===== src/adsc_pkg.sv =====
// Constants shared by the converter sequence controller files.
// Assumes a 32-bit classic Wishbone bus with byte addresses.
package adsc_pkg;
  // ==========================================================
  // Register byte offsets
  localparam logic [7:0] ADSC_OFS_TIMING = 8'h00;
  localparam logic [7:0] ADSC_OFS_SEQ = 8'h04;
  localparam logic [7:0] ADSC_OFS_STAT = 8'h08;
  localparam logic [7:0] ADSC_OFS_CFG = 8'h0C;
  localparam logic [7:0] ADSC_OFS_RES_BASE = 8'h20;
  localparam logic [7:0] ADSC_OFS_RES_LAST = 8'h3C;
  // ==========================================================
  // Field positions
  localparam int ADSC_SEQ_EIGHT_BIT = 6;
  localparam int ADSC_SEQ_CONT_BIT = 5;
  localparam int ADSC_SEQ_SWEEP_BIT = 4;
  localparam int ADSC_SEQ_INTERNAL_BIT = 3;
  localparam int ADSC_CFG_FIFO_BIT = 0;
  localparam int ADSC_CFG_QUICK_BIT = 1;
  localparam int ADSC_CFG_ONE_BIT = 2;
  localparam int ADSC_STAT_DONE_BIT = 15;
  localparam int ADSC_STAT_MISMATCH_BIT = 14;
  // ==========================================================
  // Reset values
  localparam logic [7:0] ADSC_TIMING_RST = 8'h01;
  localparam logic [7:0] ADSC_SEQ_RST = 8'h00;
  localparam logic [7:0] ADSC_CFG_RST = 8'h00;
  // ==========================================================
  // Sequence lengths and special channels
  localparam logic [3:0] ADSC_LEN_FOUR = 4'h4;
  localparam logic [3:0] ADSC_LEN_ONE = 4'h1;
  localparam logic [3:0] ADSC_LEN_EIGHT = 4'h8;
  localparam logic [2:0] ADSC_SPC_HIGH = 3'h4;
  localparam logic [2:0] ADSC_SPC_LOW = 3'h5;
  localparam logic [2:0] ADSC_SPC_MID = 3'h6;
  localparam logic [7:0] ADSC_EXP_HIGH = 8'hFF;
  localparam logic [7:0] ADSC_EXP_LOW = 8'h00;
  localparam logic [7:0] ADSC_EXP_MID = 8'h7F;
  // ==========================================================
  // States
  typedef enum logic [1:0]
  {
    ADSC_IDLE = 2'b00,
    ADSC_WAIT = 2'b01,
    ADSC_CONV = 2'b10
  } adsc_state_t;
endpackage


===== src/adsc_result_mem.sv =====
// Result register file: one write port, one registered read port.
// Assumes writes and reads on the same clock edge never need bypass.
`timescale 1ns/1ps
module adsc_result_mem
#(
  parameter int W = 10,
  parameter int D = 8,
  parameter int AW = 3
)
(
  input wire logic clk_i,
  input wire logic wr_en_i,
  input wire logic [AW-1:0] wr_addr_i,
  input wire logic [W-1:0] wr_data_i,
  input wire logic [AW-1:0] rd_addr_i,
  output logic [W-1:0] rd_data_o
);
  logic [W-1:0] mem [D];

  always_ff @(posedge clk_i)
  begin
    if (wr_en_i)
    begin
      mem[wr_addr_i] <= wr_data_i;
    end
    rd_data_o <= mem[rd_addr_i];
  end
endmodule


===== src/adsc_tick_div.sv =====
// Conversion pacing divider: one-cycle tick every (prescale+1)*2 clocks.
// Assumes restart_i realigns the count when a sequence begins.
`timescale 1ns/1ps
module adsc_tick_div
(
  input wire logic clk_i,
  input wire logic sys_rst_i,
  input wire logic restart_i,
  input wire logic [4:0] prescale_i,
  output logic tick_o
);
  logic [5:0] cnt_r;
  logic [5:0] top;

  assign top = {prescale_i, 1'b1};

  always_ff @(posedge clk_i)
  begin
    if (sys_rst_i || restart_i)
    begin
      cnt_r <= 6'h00;
      tick_o <= 1'b0;
    end
    else if (cnt_r >= top)
    begin
      cnt_r <= 6'h00;
      tick_o <= 1'b1;
    end
    else
    begin
      cnt_r <= cnt_r + 6'h01;
      tick_o <= 1'b0;
    end
  end
endmodule


===== src/adsc_ctrl.sv =====
// Sequence controller for an eight-input converter, Wishbone slave.
// Assumes a converter core that takes a start pulse and answers
// with conv_done_i and a 10-bit result; only one clock domain.
// Contract
// Single mode: one sequence, flag, then idle.
// Continuous mode: flag, restart identical sequence.
// Idle performs no conversions until started.
// Writing either control register starts sequence.
// Software stops, reprograms, restarts to change mode.
// Single-channel mode converts the selected channel.
// Sweep mode increments channel each conversion.
// Channel code wraps seven to zero.
// Internal select converts special reference channels.
// Special codes: high, low, midpoint; others reserved.
// Expected eight-bit codes FF, 00, 7F.
// Channel code selects input by binary value.
// Result n holds start code plus n.
// Software picks valid special sweep start code.
// Software clears one-length bit for four sweep.
// Single channel: four, eight, or one conversion.
// Done flag set after every sequence.
// Without quick clear, only start clears flag.
// Quick clear: result read clears flag.
// Result pointer zeroed at start outside FIFO.
// FIFO pointer keeps advancing, wraps at seven.
// Status register ignores software writes.
// Length bits select eight, one or four.
// Start write aborts running sequence.
// FIFO results continue across sequences.
// Pointer advances per conversion; done event pulse.
// Channel equals start plus index, three bits.
`timescale 1ns/1ps
module adsc_ctrl
(
  input wire logic clk_i,
  input wire logic sys_rst_i,
  input wire logic wb_cyc_i,
  input wire logic wb_stb_i,
  input wire logic wb_we_i,
  input wire logic [7:0] wb_adr_i,
  input wire logic [3:0] wb_sel_i,
  input wire logic [31:0] wb_dat_i,
  output logic [31:0] wb_dat_o,
  output logic wb_ack_o,
  output logic conv_start_o,
  output logic conv_abort_o,
  output logic [2:0] conv_chan_o,
  output logic conv_internal_o,
  input wire logic conv_done_i,
  input wire logic [9:0] conv_data_i,
  output logic seq_done_o,
  output logic busy_o
);
  import adsc_pkg::*;

  // ==========================================================
  // Decoding helpers
  function automatic logic is_result(input logic [7:0] a);
    is_result = (a >= ADSC_OFS_RES_BASE) && (a <= ADSC_OFS_RES_LAST)
      && (a[1:0] == 2'b00);
  endfunction

  function automatic logic [3:0] seq_len(input logic eight, input logic one);
    if (eight)
      seq_len = ADSC_LEN_EIGHT;
    else if (one)
      seq_len = ADSC_LEN_ONE;
    else
      seq_len = ADSC_LEN_FOUR;
  endfunction

  function automatic logic [8:0] exp_code(input logic [2:0] c);
    if (c == ADSC_SPC_HIGH)
      exp_code = {1'b1, ADSC_EXP_HIGH};
    else if (c == ADSC_SPC_LOW)
      exp_code = {1'b1, ADSC_EXP_LOW};
    else if (c == ADSC_SPC_MID)
      exp_code = {1'b1, ADSC_EXP_MID};
    else
      exp_code = 9'h000;
  endfunction

  // ==========================================================
  // Registers and state
  logic [7:0] timing_r;
  logic [7:0] seq_r;
  logic [7:0] cfg_r;
  logic done_r;
  logic mismatch_r;
  logic [2:0] ptr_r;
  logic [3:0] idx_r;
  adsc_state_t state_r;
  logic phase_r;
  logic [9:0] mem_rd;
  logic tick;

  logic req;
  logic fire;
  logic wr_hit;
  logic start_wr;
  logic rd_res;
  logic conv_fin;
  logic seq_last;
  logic [3:0] len;
  logic [2:0] chan_nxt;
  logic fifo;
  logic quick;
  logic cont;
  logic [15:0] stat;
  logic [8:0] expect_v;

  assign fifo = cfg_r[ADSC_CFG_FIFO_BIT];
  assign quick = cfg_r[ADSC_CFG_QUICK_BIT];
  assign cont = seq_r[ADSC_SEQ_CONT_BIT];
  assign len = seq_len(seq_r[ADSC_SEQ_EIGHT_BIT], cfg_r[ADSC_CFG_ONE_BIT]);
  // Sweep adds the index; the 3-bit sum wraps seven to zero by itself.
  assign chan_nxt = seq_r[ADSC_SEQ_SWEEP_BIT] ? 3'(seq_r[2:0] + idx_r[2:0])
    : seq_r[2:0];
  assign stat = {done_r, mismatch_r, 11'h000, ptr_r};
  assign expect_v = exp_code(conv_chan_o);

  // ==========================================================
  // Bus handshake: ack two cycles after the request appears so the
  // registered result memory has its data ready.
  assign req = wb_cyc_i && wb_stb_i;
  assign fire = req && wb_ack_o;
  assign wr_hit = fire && wb_we_i;
  assign start_wr = wr_hit
    && ((wb_adr_i == ADSC_OFS_TIMING) || (wb_adr_i == ADSC_OFS_SEQ));
  assign rd_res = fire && !wb_we_i && is_result(wb_adr_i);
  assign conv_fin = (state_r == ADSC_CONV) && conv_done_i && !start_wr;
  assign seq_last = conv_fin && (idx_r == (len - 4'h1));

  always_ff @(posedge clk_i)
  begin
    if (sys_rst_i)
    begin
      phase_r <= 1'b0;
      wb_ack_o <= 1'b0;
    end
    else
    begin
      phase_r <= req && !phase_r && !wb_ack_o;
      wb_ack_o <= phase_r && req;
    end
  end

  always_ff @(posedge clk_i)
  begin
    if (sys_rst_i)
    begin
      wb_dat_o <= 32'h0000_0000;
    end
    else if (phase_r)
    begin
      if (wb_adr_i == ADSC_OFS_TIMING)
        wb_dat_o <= {24'h000000, timing_r};
      else if (wb_adr_i == ADSC_OFS_SEQ)
        wb_dat_o <= {24'h000000, seq_r};
      else if (wb_adr_i == ADSC_OFS_STAT)
        wb_dat_o <= {16'h0000, stat};
      else if (wb_adr_i == ADSC_OFS_CFG)
        wb_dat_o <= {24'h000000, cfg_r};
      else if (is_result(wb_adr_i))
        wb_dat_o <= {22'h0, mem_rd};
      else
        wb_dat_o <= 32'h0000_0000;
    end
  end

  // ==========================================================
  // Control registers; status has no write path at all.
  always_ff @(posedge clk_i)
  begin
    if (sys_rst_i)
    begin
      timing_r <= ADSC_TIMING_RST;
      seq_r <= ADSC_SEQ_RST;
      cfg_r <= ADSC_CFG_RST;
    end
    else if (wr_hit && wb_sel_i[0])
    begin
      if (wb_adr_i == ADSC_OFS_TIMING)
        timing_r <= wb_dat_i[7:0];
      else if (wb_adr_i == ADSC_OFS_SEQ)
        seq_r <= {1'b0, wb_dat_i[6:0]};
      else if (wb_adr_i == ADSC_OFS_CFG)
        cfg_r <= {5'h00, wb_dat_i[2:0]};
    end
  end

  // ==========================================================
  // Sequencer
  always_ff @(posedge clk_i)
  begin
    if (sys_rst_i)
    begin
      state_r <= ADSC_IDLE;
      idx_r <= 4'h0;
    end
    else if (start_wr)
    begin
      state_r <= ADSC_WAIT;
      idx_r <= 4'h0;
    end
    else
    begin
      case (state_r)
        ADSC_IDLE:
        begin
          state_r <= ADSC_IDLE;
        end
        ADSC_WAIT:
        begin
          if (tick)
            state_r <= ADSC_CONV;
        end
        ADSC_CONV:
        begin
          if (seq_last)
          begin
            idx_r <= 4'h0;
            state_r <= cont ? ADSC_WAIT : ADSC_IDLE;
          end
          else if (conv_fin)
          begin
            idx_r <= idx_r + 4'h1;
            state_r <= ADSC_WAIT;
          end
        end
        default:
        begin
          state_r <= ADSC_IDLE;
        end
      endcase
    end
  end

  always_ff @(posedge clk_i)
  begin
    if (sys_rst_i)
    begin
      conv_start_o <= 1'b0;
      conv_abort_o <= 1'b0;
      conv_chan_o <= 3'h0;
      conv_internal_o <= 1'b0;
      busy_o <= 1'b0;
    end
    else
    begin
      conv_abort_o <= start_wr && (state_r != ADSC_IDLE);
      conv_start_o <= !start_wr && (state_r == ADSC_WAIT) && tick;
      busy_o <= start_wr || (state_r != ADSC_IDLE)
        && !(seq_last && !cont);
      if (!start_wr && (state_r == ADSC_WAIT) && tick)
      begin
        conv_chan_o <= chan_nxt;
        conv_internal_o <= seq_r[ADSC_SEQ_INTERNAL_BIT];
      end
    end
  end

  // ==========================================================
  // Result pointer: zeroed at start and end of a normal sequence,
  // free running in FIFO mode.
  always_ff @(posedge clk_i)
  begin
    if (sys_rst_i)
    begin
      ptr_r <= 3'h0;
    end
    else if (start_wr && !fifo)
    begin
      ptr_r <= 3'h0;
    end
    else if (seq_last && !fifo)
    begin
      ptr_r <= 3'h0;
    end
    else if (conv_fin)
    begin
      ptr_r <= ptr_r + 3'h1;
    end
  end

  // ==========================================================
  // Done flag: completion wins over a quick clear in the same cycle; a start write blocks completion and clears.
  always_ff @(posedge clk_i)
  begin
    if (sys_rst_i)
    begin
      done_r <= 1'b0;
      seq_done_o <= 1'b0;
    end
    else
    begin
      seq_done_o <= seq_last;
      if (seq_last)
        done_r <= 1'b1;
      else if (start_wr)
        done_r <= 1'b0;
      else if (quick && rd_res)
        done_r <= 1'b0;
    end
  end

  // A special conversion that misses its expected code flags the
  // reference path; reserved codes are never judged.
  always_ff @(posedge clk_i)
  begin
    if (sys_rst_i || start_wr)
    begin
      mismatch_r <= 1'b0;
    end
    else if (conv_fin && conv_internal_o && expect_v[8]
      && (conv_data_i[9:2] != expect_v[7:0]))
    begin
      mismatch_r <= 1'b1;
    end
  end

  // ==========================================================
  // Submodules
  adsc_result_mem #(.W(10), .D(8), .AW(3)) u_mem
  (
    .clk_i(clk_i),
    .wr_en_i(conv_fin),
    .wr_addr_i(ptr_r),
    .wr_data_i(conv_data_i),
    .rd_addr_i(wb_adr_i[4:2]),
    .rd_data_o(mem_rd)
  );

  adsc_tick_div u_div
  (
    .clk_i(clk_i),
    .sys_rst_i(sys_rst_i),
    .restart_i(start_wr),
    .prescale_i(timing_r[4:0]),
    .tick_o(tick)
  );

  // ==========================================================
  // Assertions
  a_abort_on_start: assert property (@(posedge clk_i) disable iff (sys_rst_i)
    start_wr && (state_r != ADSC_IDLE) |=> conv_abort_o && (state_r == ADSC_WAIT))
    else $error("running sequence not aborted");

  a_start_begins: assert property (@(posedge clk_i) disable iff (sys_rst_i)
    start_wr |=> (state_r == ADSC_WAIT) && (idx_r == 4'h0))
    else $error("start write did not begin sequence");

  a_single_idle: assert property (@(posedge clk_i) disable iff (sys_rst_i)
    seq_last && !cont |=> (state_r == ADSC_IDLE) && done_r)
    else $error("single sequence did not end idle");

  a_cont_restart: assert property (@(posedge clk_i) disable iff (sys_rst_i)
    seq_last && cont |=> (state_r == ADSC_WAIT) && done_r && (idx_r == 4'h0))
    else $error("continuous sequence did not restart");

  a_idle_quiet: assert property (@(posedge clk_i) disable iff (sys_rst_i)
    (state_r == ADSC_IDLE) && !start_wr |=> !conv_start_o)
    else $error("conversion started while idle");

  a_chan_formed: assert property (@(posedge clk_i) disable iff (sys_rst_i)
    conv_start_o |-> conv_chan_o == (seq_r[ADSC_SEQ_SWEEP_BIT]
      ? 3'(seq_r[2:0] + idx_r[2:0]) : seq_r[2:0]))
    else $error("channel code wrong");

  a_done_event: assert property (@(posedge clk_i) disable iff (sys_rst_i)
    seq_last |=> seq_done_o ##1 !seq_done_o)
    else $error("sequence done event wrong");

  a_ptr_step: assert property (@(posedge clk_i) disable iff (sys_rst_i)
    conv_fin && !seq_last |=> ptr_r == 3'($past(ptr_r) + 3'h1))
    else $error("pointer did not advance");

  a_ptr_zero: assert property (@(posedge clk_i) disable iff (sys_rst_i)
    start_wr && !fifo |=> ptr_r == 3'h0)
    else $error("pointer not cleared at start");

  a_fifo_keep: assert property (@(posedge clk_i) disable iff (sys_rst_i)
    start_wr && fifo |=> $stable(ptr_r))
    else $error("pointer cleared in fifo mode");

  a_flag_start_clr: assert property (@(posedge clk_i) disable iff (sys_rst_i)
    start_wr |=> !done_r)
    else $error("start did not clear done flag");

  a_flag_quick_clr: assert property (@(posedge clk_i) disable iff (sys_rst_i)
    rd_res && quick && !seq_last |=> !done_r)
    else $error("result read did not clear done flag");

  a_flag_hold: assert property (@(posedge clk_i) disable iff (sys_rst_i)
    done_r && !quick && !start_wr |=> done_r)
    else $error("done flag cleared without start");

  a_status_ro: assert property (@(posedge clk_i) disable iff (sys_rst_i)
    wr_hit && (wb_adr_i == ADSC_OFS_STAT) && (state_r == ADSC_IDLE)
    |=> $stable(done_r) && $stable(ptr_r))
    else $error("status changed by a write");

  a_len_eight: assert property (@(posedge clk_i) disable iff (sys_rst_i)
    conv_fin && seq_r[ADSC_SEQ_EIGHT_BIT] && (idx_r == 4'h7) |-> seq_last)
    else $error("eight length not honoured");

  a_len_one: assert property (@(posedge clk_i) disable iff (sys_rst_i)
    conv_fin && !seq_r[ADSC_SEQ_EIGHT_BIT] && cfg_r[ADSC_CFG_ONE_BIT] |-> seq_last)
    else $error("one length not honoured");
endmodule


===== config.mk =====
export PLATFORM = sky130hd
export DESIGN_NAME = adsc_ctrl
export DESIGN_NICKNAME = d
export VERILOG_FILES = /design/src/adsc_pkg.sv /design/src/adsc_result_mem.sv /design/src/adsc_tick_div.sv /design/src/adsc_ctrl.sv
export SDC_FILE = /design/constraint.sdc
export NUM_CORES = 1
export LEC_CHECK = 0
export ABC_CLOCK_PERIOD_IN_PS = 3900
export BUFFER_PORTS_ARGS = -buffer_cell sky130_fd_sc_hd__clkbuf_2
export CAP_MARGIN = 10
export CORE_MARGIN = 4
export CORE_UTILIZATION = 35
export DETAILED_ROUTE_END_ITERATION = 16
export GPL_TIMING_DRIVEN = 0
export PLACE_DENSITY_LB_ADDON = 0.05
export SYNTH_ARGS = -nofsm -noshare
export SYNTH_HDL_FRONTEND = slang
export SYNTH_SLANG_ARGS = --single-unit

===== constraint.sdc =====
create_clock -name clk_i -period 3.9 [get_ports clk_i]
set_input_delay 0.78 -clock clk_i [delete_from_list [all_inputs] [get_ports clk_i]]
set_output_delay 0.78 -clock clk_i [all_outputs]
set_load 0.005 [all_outputs]

==> results.cfg, run 1 <==
[outcome]
outcome = completed

[yosys]
syn_area_sq_um = 6320
synth_edf_count = 80
synth_area_per_cell_sq_um = 12.9
ys_warn_count = 0
ys_types = 57
async_flop_share_pct = 0
synth_seq_cells = 148
ys.flop_type = edfxtp_1
synthCells = 490
seq_area_frac_synth_pct = 59.5

[clocking]
cts_root_buf = clkbuf_16
cts_buffers = 17
clock_sinks = 148
ctsHoldBuffers = 0
cts.repair.resized = 0
cts_tree = built
cts_buffer_depth = 2
htreeDepth = 4
insertion_delay_ps = 420
postCtsSetupBuffers = 0
clk_pin_slew_ps = 60

[placed_design]
port_buffers = 51
place_area_sq_um = 7050
place_ws_ps = 223
gp_congestion = 0.762
hpwlAfterDp_um = 11500

[setup_path]
worstPathArrival_ps = 3170
startpoint_type = input port
crit_type = in -> reg
r2r-start = state_r[0]
required_ps = 3940
reg2reg_slack_ps = 1060
rr_endpoint = u_mem.mem[7][1]
critPathMaxFanout = 10
r2r.worst_path.cells = 7
end_kind = register

[final_layout]
diodes = 0
fillers = 1654
mostFrequentLayoutCells = edfxtp_1, dfxtp_1, clkbuf_2
multi_input_area_sq_um = 2370
final_core_util_pct = 43.7
ff_latch_area_sq_um = 3760
area_delta_synth_final_pct = 20.8
fin_nets = 661
finish.instance_area_sq_um = 7640
drive_gt1_share_pct = 26.7
layout_commonest_cell = edfxtp_1

[global_routing]
antenna_found_initial = 0
grt_pass1_wl_um = 24000
globalRouteTotalUtil_pct = 16.0
grt_pass1_vias = 4043
grt_max_degree = 17
grt-ovfl-total = 0

[power]
peakVddDrop_uv = 308
p_leak_nw = 2.80
power_density_nw_per_um2 = 457

[detailed_routing]
wl_per_cell_um = 18.8
viasPerCell = 4.92
drt_iter0_drc = 242
wirelength_um = 15500
vias = 4054
ant_nets = 0
drt-pass1-iter-count = 4
drcViolationCount = 0

[worst_hold_path]
hp-start = u_div.cnt_r[0]
min_to = u_div.cnt_r[0]
hp-class = reg -> reg
min_path_cells = 1

[timing]
max_freq_mhz = 319
worst_slew_pin_slew_ps = 1100
slew_headroom_pct = 26.2
final-setup-viol-count = 0
finClkSkew_ps = 6.91
hold_slack_ps = 462
finalMaxSlewViolations = 0
rsz0062_at_grt = no
hold_violations = 0
fin_ws_ps = 762
tns_ps = 0
min_period_ps = 3140
min_period_over_period_pct = 80.5

[floorplan]
start_util_pct = 36.2
dieWidth_um = 142
rows = 48
ios = 101
core_sq_um = 17500
die-height_um = 142
die_area_sq_um = 20300

[flow_run]
drv_cap = 0
state kept, by name, summed over array words and instances (netlist names):
register         cells
mismatch_r           1
conv_start_o         1
conv_chan_o          3
seq_r                7
cfg_r                3
u_div.cnt_r          6
timing_r             8
conv_internal_o      1
u_div.tick_o         1
state_r              2
phase_r              1
idx_r                4
done_r               1
wb_dat_o            12
busy_o               1
ptr_r                3
u_mem.rd_data_o     10
seq_done_o           1
wb_ack_o             1
conv_abort_o         1
u_mem.mem           80
synth_stat cells, types with 3 or more instances:
| master | number | area, sq um |
|---|---|---|
| clkbuf_1 | 15 | 56.3 |
| o311ai_0 | 3 | 26.3 |
| nor3b_1 | 4 | 30.0 |
| o21ai_0 | 15 | 75.1 |
| ha_1 | 14 | 175 |
| edfxtp_1 | 80 | 2400 |
| nand3_1 | 16 | 80.1 |
| nor2_1 | 45 | 169 |
| mux2i_1 | 26 | 260 |
| inv_1 | 16 | 60.1 |
| dfxtp_1 | 68 | 1360 |
| xnor2_1 | 4 | 35.0 |
| a211oi_1 | 5 | 37.5 |
| xor2_1 | 3 | 26.3 |
| mux2_2 | 10 | 113 |
| a32o_1 | 4 | 40.0 |
| nand4_1 | 5 | 31.3 |
| buf_4 | 21 | 158 |
| buf_2 | 4 | 20.0 |
| mux4_2 | 20 | 450 |
| a21oi_1 | 23 | 115 |
| nand2b_1 | 13 | 81.3 |
| nand2_1 | 25 | 93.8 |
| nor4_1 | 5 | 31.3 |
| nor3_1 | 9 | 45.0 |
worst max path at each step:
stage / startpoint / to / cells past startpoint
finish: wb_adr_i[3] / u_mem.mem[7][1] / 7
CTS: wb_adr_i[3] / u_mem.mem[7][3] / 7
global placement: wb_adr_i[3] / u_mem.mem[1][6] / 5
detailed placement: wb_adr_i[3] / u_mem.mem[7][6] / 7
global route: wb_adr_i[3] / u_mem.mem[7][9] / 7
floorplan: wb_adr_i[3] / u_mem.mem[1][0] / 5
layout make-up:
class	instances	area share (%)
multi-input cells	304	31.0
inverters	16	0.786
clock buffers	20	5.72
clock inverters	12	2.03
repair buffers	58	4.32
well taps	225	3.69
plain buffers	41	3.21
flip-flops and latches	148	49.3
report_power, final:
part	internal, W	leakage, nW	switching, W	total, W
Sequential	0.00166	1.27	0.0000132	0.00167
Combinational	0.0000748	1.24	0.000101	0.000176
Clock	0.00101	0.286	0.000631	0.00164
Total	0.00274	2.80	0.000745	0.00349
routing by layer:
layer  global-route usage, %  part of all wire (%)  vias to the layer above
met5                       0                     0                        -
met4                    4.65                   1.0                        0
met3                    4.17                   5.7                       17
met2                    24.2                    46                       89
met1                    22.7                    47                     1972
li1                        -                     -                     1976
worst max-delay path, cell delays in order:
cell and delay (ps):
clkbuf_1 360, nor3_2 150, nand3_1 280, and2_0 170, clkbuf_1 310, nand2_1 210, nor2_1 890
logic make-up after synthesis:
logic type,share of synthesized area (%)
AO/OA/AOI/OAI,6.45
XOR/XNOR,1.35
adder cells (fa/ha/maj),3.09
buffers and inverters,4.83
flip-flops,59.5
multiplexers,13.0
other,0.0593
AND/OR/NAND/NOR,11.7
stage by stage:
stage | total power (W) | cells
6_report | 0.00349 | 824
5_1_grt | 0.00362 | 824
4_1_cts | 0.00353 | 824
3_5_place_dp | 0.00188 | 792
3_3_place_gp | 0.00188 | 785
2_1_floorplan | 0.00181 | 509
Power figures use the tool's default switching activity.
==> run 2, diff against run 1 <==
Settings changed: ABC_CLOCK_PERIOD_IN_PS 3900 to 2650.
Clock period 3.9 ns to 2.65 ns, I/O delays scaled along.
==> run 2 against run 1 <==
  * Sequential power rose by 47%
  * Combinational power rose by 47%
  * Wire length rose by 0.43%
  * Register-to-register slack got worse by 970 ps
  * Via count fell by 1.1%
  * Critical path depth rose by 1
  * Global-route usage fell by 0.089 points
  * Sequential share of layout area rose by 0.073 points
  * Total power rose by 44%
  * Clock power rose by 41%
  * First-iteration DRC count fell by 13%
  * Flip-flop and latch count did not move
==> results.cfg, run 2 (synthesis results as in run 1) <==
[final_layout]
regMostFlops = u_mem.mem
mostFrequentLayoutCells = edfxtp_1, dfxtp_1, clkbuf_2
finish.instance_area_sq_um = 7630
largestRegisters = u_mem.mem: 80 flops, wb_dat_o: 12 flops, u_mem.rd_data_o: 10 flops
area_delta_synth_final_pct = 20.6
layout_commonest_cell = edfxtp_1
fin_nets = 663
largest_reg_flops = 80
diodes = 0
fillers = 1650
drive_gt1_share_pct = 27.8

[floorplan]
core_sq_um = 17500
ios = 101
start_util_pct = 36.2
dieWidth_um = 142
rows = 48
die-height_um = 142
die_area_sq_um = 20300

[clocking]
cts_root_buf = clkbuf_16
cts_tree = built
insertion_delay_ps = 420
cts_buffers = 17
ctsHoldBuffers = 0
cts_buffer_depth = 2
clock_sinks = 148
htreeDepth = 4
clk_pin_slew_ps = 60

[timing]
min_period_ps = 2560
min_period_over_period_pct = 96.5
hold_violations = 0
tns_ps = 0
finClkSkew_ps = 4.22
worst_slew_pin_slew_ps = 806
finalMaxSlewViolations = 0
slew_headroom_pct = 46.3
rsz0062_at_grt = yes
final-setup-viol-count = 0
max_freq_mhz = 391
fin_ws_ps = 94.1

[power]
p_leak_nw = 2.81
power_density_nw_per_um2 = 660
peakVddDrop_uv = 450

[placed_design]
gp_congestion = 0.764
hpwlAfterDp_um = 11500
place_area_sq_um = 7040
port_buffers = 51
place_ws_ps = -846

[global_routing]
antenna_found_initial = 0
grt_max_degree = 17
globalRouteTotalUtil_pct = 15.9
grt_pass1_wl_um = 23800
grt_pass1_vias = 3964
grt-ovfl-total = 0

[detailed_routing]
drcViolationCount = 0
drt_iter0_drc = 211
wl_per_cell_um = 18.8
ant_nets = 0
wirelength_um = 15600
drt-pass1-iter-count = 4
vias = 4011
viasPerCell = 4.86

[setup_path]
startpoint_type = register
required_ps = 2780
path_buf_inv = 3
crit_family = simple AND/OR/NAND/NOR gates
crit_type = reg -> reg
cpPeakStageDelay_ps = 510
critPathMaxFanout = 7
path_cells = inv_1 -> ha_1 -> and2_1 -> and2_0 -> clkbuf_1 -> nand2_1 -> nor3b_2 -> buf_6
worstPathArrival_ps = 2690
end_kind = register
slowest_stage = nor3b_2

[outcome]
outcome = completed

[flow_run]
drv_cap = 0

[worst_hold_path]
hp-class = in -> reg
## run 2: cell count changes in the layout (fill, tap and decap cells not counted), sizes merged
| cell | change |
|---|---|
| buf | +2 |
| bufinv | -3 |
| clkbuf | -1 |
| clkinv | -4 |
| inv | +8 |
## run 2: routing by layer
metal / wire length, um / part of all wire (%) / GRT usage [%]
met1: 7760 / 50 / 23.3
met2: 7050 / 45 / 23.5
met3: 613 / 3.9 / 3.66
met4: 135 / 0.87 / 4.75
met5: 0 / 0 / 0
## run 2: final timing paths
kind	cells after the start	startpoint	slack, ps	end
setup / recovery	8	state_r[0]	90	u_mem.mem[6][3]
hold / removal	3	wb_dat_i[7]	350	timing_r[7]
setup reg to reg	8	state_r[0]	90	u_mem.mem[6][3]
hold reg to reg	1	u_div.cnt_r[0]	470	u_div.cnt_r[0]
## run 2: what timing repair did
item,4_1_cts,5_1_grt
gates resized for setup,3,0
buffers inserted,2,0
pin swaps,1,0
setup endpoints to repair,32,22
## run 2: report_power, final
part	total (W)	switching (W)	internal [W]
registers	0.00246	0.0000205	0.00244
clock network	0.00231	0.00102	0.00129
logic	0.000259	0.000149	0.000110
total	0.00503	0.00119	0.00384
## run 2: final cells by class
class                           instances  area [sq um]  share of cell area (%)
Timing Repair Buffer                   60           334                    4.38
Clock buffer                           19           454                    5.95
Sequential cell                       148          3760                    49.3
Clock inverter                         13           113                    1.48
Tap cell                              225           282                    3.69
Inverter                               16          60.1                   0.787
Buffer                                 41           246                    3.23
Multi-Input combinational cell        304          2370                    31.1
## run 2: through the flow
stage          utilization (%)  hold WS [ps]  power (W)  cells
2_1_floorplan                -           430    0.00266    509
3_3_place_gp              39.7           447    0.00277    785
3_5_place_dp              40.3           459    0.00277    792
4_1_cts                   43.6           334    0.00509    826
5_1_grt                   43.6           374    0.00522    826
6_report                  43.6           351    0.00503    826
## run 2: worst reg2reg max path: cells and delay by family, from the launching register on
family / cells / cell delay, ps
DFF: 1 / 340
and+or+nand+nor: 4 / 1160
adders and majority gates: 1 / 180
buffers and inverters: 3 / 580
